$ cat config.mk
export PLATFORM = sky130hd
export DESIGN_NAME = stop_gating
export DESIGN_NICKNAME = d
export VERILOG_FILES = /design/src/core/stop_gating_pkg.sv /design/src/core/stop_gating.sv
export VERILOG_INCLUDE_DIRS = /design/src /design/src/core
export SDC_FILE = /design/constraint.sdc
export NUM_CORES = 1
export LEC_CHECK = 0
export ABC_CLOCK_PERIOD_IN_PS = 2700
export BUFFER_PORTS_ARGS = -buffer_cell sky130_fd_sc_hd__buf_2
export CAP_MARGIN = 20
export CORE_MARGIN = 3
export CORE_UTILIZATION = 48
export DETAILED_ROUTE_END_ITERATION = 16
export GPL_TIMING_DRIVEN = 0
export PLACE_DENSITY = 0.83
export SYNTH_ARGS = -nofsm -noshare
export SYNTH_HDL_FRONTEND = slang
export SYNTH_SLANG_ARGS = --single-unit
$ cat constraint.sdc
create_clock -name clk_i -period 2.7 [get_ports clk_i]
set_clock_uncertainty 0.1 [all_clocks]
set_input_delay 0.27 -clock clk_i [delete_from_list [all_inputs] [get_ports clk_i]]
set_output_delay 0.27 -clock clk_i [all_outputs]
set_load 0.1 [all_outputs]
$ cat src/core/stop_gating_params.svh
`ifndef STOP_GATING_PARAMS_SVH
`define STOP_GATING_PARAMS_SVH
// Reset values of the registered outputs
`define RST_PERIPH_CLK_EN 1'h1
`define RST_DEBUG_CLK_EN  1'h1
`define RST_POWER_EN      13'h1FFF
`define RST_STANDBY       13'h0000
`define RST_WAKE_FLAG     1'h0
`define RST_PIN_HOLD      1'h0
`define RST_ILL_RESET     1'h0
`define RST_STOP_MODE     2'h0
`endif

$ cat src/core/stop_gating_pkg.sv
`include "stop_gating_params.svh"
package stop_gating_pkg;
   // Stop state of the sequencer
   typedef enum logic [1:0] {RUN, SHALLOW_STOP, DEEP_STOP} stop_state_e;
   // Live configuration bits
   typedef struct packed {
      logic stop_instruction_enable;
      logic debug_mode_enable;
      logic lowvolt_detect_enable;
      logic lowvolt_stop_enable;
      logic partial_powerdown_select;
      logic converter_async_clk_enable;
      logic internal_refclk_enable;
      logic internal_ref_stop_enable;
      logic external_refclk_enable;
      logic external_ref_stop_enable;
      logic osc_high_range;
      logic rtc_enable;
   } stop_cfg_s;
   // Per-module power state: on = powered, standby = state kept
   typedef struct packed {
      logic cpu_on;
      logic ram_on;
      logic flash_on;
      logic port_on;
      logic comparator_on;
      logic adc_on;
      logic serial_on;
      logic timer_on;
      logic clkgen_on;
      logic can_on;
      logic rtc_on;
      logic regulator_on;
      logic oscillator_on;
   } power_en_s;
endpackage : stop_gating_pkg

$ cat src/core/stop_gating.sv
`include "stop_gating_params.svh"
module stop_gating
(
   // Clock and reset
   input  wire logic                        clk_i,
   input  wire logic                        resetn_i,
   // CPU side
   input  wire logic                        stop_req_i,
   input  wire stop_gating_pkg::stop_cfg_s  cfg_i,
   input  wire logic                        powerdown_acknowledge_i,
   // Wake sources, from pins
   input  wire logic                        reset_pin_i,
   input  wire logic                        async_irq_pin_i,
   // Wake sources, same clock domain
   input  wire logic                        periph_wake_i,
   input  wire logic                        deep_wake_i,
   // Module side
   output logic                             periph_clk_en_o,
   output logic                             debug_clk_en_o,
   output stop_gating_pkg::power_en_s       power_en_o,
   output stop_gating_pkg::power_en_s       standby_o,
   output logic                             pin_hold_o,
   output logic                             powerdown_wake_flag_o,
   output logic                             illegal_opcode_reset_o,
   output logic [1:0]                       stop_mode_o
);
   import stop_gating_pkg::*;

   // ************************************************
   // Pin synchronisers
   // ************************************************
   logic [1:0] rst_sync;
   logic [1:0] irq_sync;
   // Two stages; only the second stage is read
   always_ff @(posedge clk_i or negedge resetn_i)
   begin
      if (!resetn_i)
      begin
         rst_sync <= 2'h0;
         irq_sync <= 2'h0;
      end
      else
      begin
         rst_sync <= {rst_sync[0], reset_pin_i};
         irq_sync <= {irq_sync[0], async_irq_pin_i};
      end
   end

   // ************************************************
   // Mode sequencer
   // ************************************************
   stop_state_e state;
   stop_state_e next_state;
   logic        wake_flag;
   logic        next_wake_flag;
   logic        hold;
   logic        next_hold;
   logic        next_ill_rst;
   logic        debug_forces;
   logic        lowvolt_forces;
   logic        force_shallow;
   logic        pin_wake;

   // ************************************************
   // Stop entry and wake decode
   // ************************************************
   // Debug keeps its clocks alive, so deep power-down is never allowed
   assign debug_forces   = cfg_i.debug_mode_enable;
   // The detector needs the regulator, which deep stop would switch off
   assign lowvolt_forces = cfg_i.lowvolt_detect_enable & cfg_i.lowvolt_stop_enable;
   assign force_shallow  = debug_forces | lowvolt_forces;
   // Only synchronised pin levels are read here, never the raw pins
   assign pin_wake       = rst_sync[1] | irq_sync[1];

   // Next state, wake flag and pin hold of the sequencer
   always_comb
   begin
      next_state     = state;
      next_wake_flag = wake_flag;
      next_hold      = hold;
      next_ill_rst   = 1'h0;
      // Acknowledge clears the flag and opens the pin latches; in deep stop the branch below keeps the latches closed and a deep wake sets the flag
      if (powerdown_acknowledge_i)
      begin
         next_wake_flag = 1'h0;
         next_hold      = 1'h0;
      end
      unique case (state)
         RUN:
         begin
            // A stop request is taken only while running
            if (stop_req_i)
            begin
               if (!cfg_i.stop_instruction_enable)
               begin
                  // Stop disabled: one-cycle request for an illegal-opcode reset
                  next_ill_rst = 1'h1;
               end
               else if (force_shallow || !cfg_i.partial_powerdown_select)
               begin
                  next_state = SHALLOW_STOP;
               end
               else
               begin
                  next_state = DEEP_STOP;
               end
            end
         end
         SHALLOW_STOP:
         begin
            // A pin or peripheral wake releases all gates next cycle; deep_wake_i is ignored
            if (pin_wake || periph_wake_i)
            begin
               next_state = RUN;
            end
         end
         DEEP_STOP:
         begin
            // Pins stay latched for the whole deep stop, even against an acknowledge
            next_hold = 1'h1;
            // Deep wake behaves like power-on: enables back to reset values
            if (rst_sync[1] || deep_wake_i)
            begin
               next_state     = RUN;
               next_wake_flag = 1'h1;
            end
         end
      endcase
   end

   // Sequencer state; the reset pulse output is registered straight from next_ill_rst
   always_ff @(posedge clk_i or negedge resetn_i)
   begin
      if (!resetn_i)
      begin
         state     <= RUN;
         wake_flag <= `RST_WAKE_FLAG;
         hold      <= `RST_PIN_HOLD;
      end
      else
      begin
         state     <= next_state;
         wake_flag <= next_wake_flag;
         hold      <= next_hold;
      end
   end

   // ************************************************
   // Gate and power decode
   // ************************************************
   logic      next_periph_clk;
   logic      next_debug_clk;
   power_en_s next_power;
   power_en_s next_standby;
   logic      next_pin_hold;

   // Outputs follow the next mode, so they change on the edge that takes the request
   always_comb
   begin
      next_periph_clk = (next_state == RUN);
      next_debug_clk  = (next_state == RUN) | cfg_i.debug_mode_enable;
      next_power      = '1;
      next_standby    = '0;
      next_pin_hold   = next_hold | (next_state != RUN);
      unique case (next_state)
         RUN:
            next_power = '1;
         SHALLOW_STOP:
         begin
            next_power   = '0;
            next_standby = '1;
            next_standby.comparator_on = 1'h0;
            next_power.adc_on    = cfg_i.converter_async_clk_enable
                                 & cfg_i.lowvolt_detect_enable;
            next_power.clkgen_on = cfg_i.internal_refclk_enable
                                 & cfg_i.internal_ref_stop_enable;
            next_power.regulator_on = cfg_i.lowvolt_detect_enable
                                    | cfg_i.debug_mode_enable;
            next_power.oscillator_on = cfg_i.external_refclk_enable
                                     & cfg_i.external_ref_stop_enable
                                     & (~cfg_i.osc_high_range
                                        | cfg_i.lowvolt_detect_enable);
            next_power.rtc_on    = cfg_i.rtc_enable;
            // An optional module not kept on still keeps its state
            next_standby.adc_on        = ~next_power.adc_on;
            next_standby.clkgen_on     = ~next_power.clkgen_on;
            next_standby.regulator_on  = ~next_power.regulator_on;
            next_standby.oscillator_on = ~next_power.oscillator_on;
            next_standby.rtc_on        = ~cfg_i.rtc_enable;
         end
         DEEP_STOP:
         begin
            // Everything loses power but the counter when enabled; RAM keeps its state
            next_power          = '0;
            next_standby.ram_on = 1'h1;
            next_power.rtc_on   = cfg_i.rtc_enable;
            next_standby.rtc_on = ~cfg_i.rtc_enable;
         end
         default:
            next_power = '1;
      endcase
   end

   // All outputs registered
   always_ff @(posedge clk_i or negedge resetn_i)
   begin
      if (!resetn_i)
      begin
         periph_clk_en_o        <= `RST_PERIPH_CLK_EN;
         debug_clk_en_o         <= `RST_DEBUG_CLK_EN;
         power_en_o             <= `RST_POWER_EN;
         standby_o              <= `RST_STANDBY;
         pin_hold_o             <= `RST_PIN_HOLD;
         powerdown_wake_flag_o  <= `RST_WAKE_FLAG;
         illegal_opcode_reset_o <= `RST_ILL_RESET;
         stop_mode_o            <= `RST_STOP_MODE;
      end
      else
      begin
         periph_clk_en_o        <= next_periph_clk;
         debug_clk_en_o         <= next_debug_clk;
         power_en_o             <= next_power;
         standby_o              <= next_standby;
         pin_hold_o             <= next_pin_hold;
         powerdown_wake_flag_o  <= next_wake_flag;
         illegal_opcode_reset_o <= next_ill_rst;
         stop_mode_o            <= next_state;
      end
   end
endmodule : stop_gating

# Word level (Yosys, flattened, before mapping)
# Index checks and enable logic that the tools add are counted.
[totals]
input_bits = 20
register_bits = 38
word_cells = 84
output_inout_bits = 33
[op_classes]
eq_ne = 4
mux = 20
reduce_logical = 8
n_bitwise = 17
[op_table]
columns = ["operator", "count"]
rows = [
  ["13-bit case mux with 2 select lines", 1],
  ["2-bit two-way mux", 6],
  ["1-bit two-way mux", 11],
  ["8-bit two-way mux", 1],
  ["1-bit NOT", 6],
  ["1-bit bitwise OR", 6],
  ["2-bit case mux with 3 select lines", 1],
  ["1-bit AND", 5],
  ["2-bit by 1-bit equality test with 1-bit output (second input constant)", 2],
  ["2-bit equality test (second input constant)", 2],
  ["2-bit logical NOT", 2],
  ["1-bit logical OR", 3],
  ["2-bit nonzero test", 1],
  ["2-bit OR reduction", 1],
  ["1-bit logical NOT", 1],
]

# Longest topological paths before layout
[logic_depth]
depth_word = 10
ltp_mapped = 7
mapped_depth_nobuf = 7

# Least setup slack after synthesis
# No wires, ideal clock.
[synth_timing]
kind = "reg-to-reg"
startpoint = "register stop_mode_o[0] (netlist name)"
endpoint = "register debug_clk_en_o"
stages_incl_launch_ff = 7
setup_slack_ns = 0.232
t_arrival_ns = 2.286
synth_period_minus_slack_ns = 2.468
t_required_ns = 2.518
path_buffers = 0
setup_time_ns = 0.082
cell_sequence = "dfrtp_1 -> inv_1 -> ha_1 -> inv_1 -> nand2_1 -> a32o_2 -> or2_1"
[synth_rtl]
columns = ["element", "line_no", "source"]
rows = [
  ["to (signal assigned)", "stop_gating.sv:210", "debug_clk_en_o <= `RST_DEBUG_CLK_EN;"],
  ["to (signal assigned)", "stop_gating.sv:221", "debug_clk_en_o <= next_debug_clk;"],
  ["to (decl)", "stop_gating.sv:19", "output logic debug_clk_en_o,"],
]

==> impl_results.md <==
* DRT iter0 DRCs at 18
* CP Class: register to register
* Initial antenna violation count at 0
* Mux share of post-synthesis cell area at 0
* Boundary pin count at 53
* Fin cells at 184
* Cells after synthesis at 98
* Max-cap violations at 0
* Count leader, synth: dfrtp_1
* Port bufs at 51
* Final-report setup violation count at 0
* DR DRC count at 0
* Root Buffer: clkbuf_4
* Sequential share of the synthesized area at 0.585
* Clock Tree Buf Depth at 2
* Crit path DAT at 2.16 ns
* Fin crit share at 0.743
* Utilization after layout at 0.706
* Worst skew pair latency at 0.31 ns
* Max transition margin at 0.660
* Hold Slack at 0.0183 ns
* Layout area overhead at 32.7%
* Crit path capture type: register
* First-pass DRT Iterations at 4
* Adder-cell share of the synthesized area at 0.0346
* Number of CTS-inserted buffers at 3
* Syn_nets at 121
* CP max FO at 7
* Ys flop type: dfrtp_1
* # hold bufs at CTS at 4
* Final Max Slew Viols at 0
* Largest net degree at the start of global routing at 26
* Inserted Diodes at 0
* Drt wl/cell at 11.4 µm
* Die width at 53.6 µm
* Post-route minimum period at 2.01 ns
* Ys Warns at 0
* Die Span Y at 53.6 µm
* HPWL after DPL at 1690 µm
* Simple-gate share of the synthesized area at 0.121
* Post-CTS sizing at 0
* Via count at 856
* Synth Area in Compound Gates at 0.131
* Vias in the first global route at 806
* Worst path required time at 2.85 ns
* Fin. Hold Viols at 0
* Layout cell share with drive strength beyond 1 at 0.516
* Measured slew at the worst slew-check pin at 0.510 ns
* Cells after DPL at 176
* Synth cell types at 27
* Total track usage at 0.160
* Clock transition at the registers of the reported paths at 0.12 ns
* First-pass GRT wire length at 3340 µm
* Synth Register Bits at 25
* Die ar. at 2870 µm²
* CTS tree: built
* # Post-CTS Setup Buffers at 0
* XOR/XNOR Fraction of Synth Area at 0
* Gpl congestion at 0.852
* Min-delay worst type: input port to register
* Starting Density at 0.532
* Clk sinks at 25
* Top post-synthesis cells by count: 17 x dfrtp_1, 13 x buf_4, 9 x a21oi_1
* Syn avg cell area at 11.1 µm²
* Status: completed
* Rows at 16
* Setup TNS at 0 ns
* Post-synth EDFFs at 0
* Layout Nets at 181
* Async S/R FF share, synth at 1.00
* Unrepaired setup endpoints after global routing: false
* Top cells by area, synth: dfrtp_1 39%, dfstp_2 19%, buf_4 9.0%
* Largest family of logic cells by synthesized area: compound AO/OA/AOI/OAI gates
* Area leader, netlist: dfrtp_1
* CORE AREA at 2040 µm²
* Fmax at 499 MHz
* Final ANT Viol Nets at 0
* Detailed Route WL at 2090 µm
* Share of the synthesized area in the top cell type at 0.392
* Synthesized area at 1090 µm²
* DR vias/cell at 4.65
* H-tree depth at 1
* CP startpoint kind: register
* Grt ovf at 0
-- layout by cell type, fill, tap and decap left out, drive strengths merged --
master and instances:
nand4 1, o21ai 2, dfrtp 17, a32o 2
nor2 5, a2111o 1, or3b 1, dfstp 8
nand2 8, nand3 2, o32ai 1, dlygate4sd3 4
a32oi 1, a21o 1, ha 3, nor3 1
a21oi 9, clkbuf 4, nor2b 1, inv 10
and2 2, o311ai 1, o211ai 2, conb 1
or2 1, nand2b 4, buf 64
-- worst max-delay path, cell delays in order, from the launching register on --
cell	delay (ns)
dfrtp_1	0.47
inv_1	0.15
ha_1	0.15
or3b_4	0.38
a21o_1	0.23
a32o_2	0.25
or2_1	0.21
-- kinds of logic after synthesis --
group | count (synthesis)
fa+ha+maj | 3
other cells | 1
buf+inv | 23
simple gates | 26
flops | 25
compound gates | 20
-- layout make-up --
class | count | area (µm²)
timing repair buffer | 55 | 295
tap | 27 | 33.8
multi-input combinational | 50 | 315
fill | 173 | 601
inverter | 10 | 37.5
buffer | 13 | 97.6
sequential | 25 | 636
clock buffer | 4 | 26.3
-- path summary, 6_finish.rpt --
kind | slack [ns] | startpoint | depth (start not counted) | endpoint
hold / removal | 0.02 | cfg_i[11] | 2 | illegal_opcode_reset_o
hold reg to reg | 0.27 | rst_sync[0] | 0 | rst_sync[1]
max in group asynchronous | 1.79 | resetn_i | 2 | power_en_o[4]
setup reg to reg | 0.69 | stop_mode_o[1] | 6 | debug_clk_en_o
min in group asynchronous | 0.34 | resetn_i | 2 | irq_sync[0]
setup / recovery | 0.69 | stop_mode_o[1] | 6 | debug_clk_en_o
-- registers in the layout, summed over array words and instances, names as in the netlist --
signal / flops
pin_hold_o: 1
illegal_opcode_reset_o: 1
powerdown_wake_flag_o: 1
power_en_o: 6
irq_sync: 2
debug_clk_en_o: 1
standby_o: 7
stop_mode_o: 2
periph_clk_en_o: 1
rst_sync: 2
hold: 1
-- layer usage --
metal	global-route usage	routed length [µm]
met5	0	0
met4	0.0766	30
met3	0.0166	131
met2	0.290	1130
met1	0.189	794
-- stage by stage --
| stage | setup WS [ns] | area [µm²] |
|---|---|---|
| after floorplan | 0.232 | 1090 |
| after global placement | 0.747 | 1380 |
| after detailed placement | 0.709 | 1380 |
| after CTS | 0.698 | 1440 |
| after global routing | 0.548 | 1440 |
| final | 0.695 | 1440 |
Power is left out: the tool's default activity adds up to more than one toggle a clock period on the data nets, which glitch-free logic cannot reach.
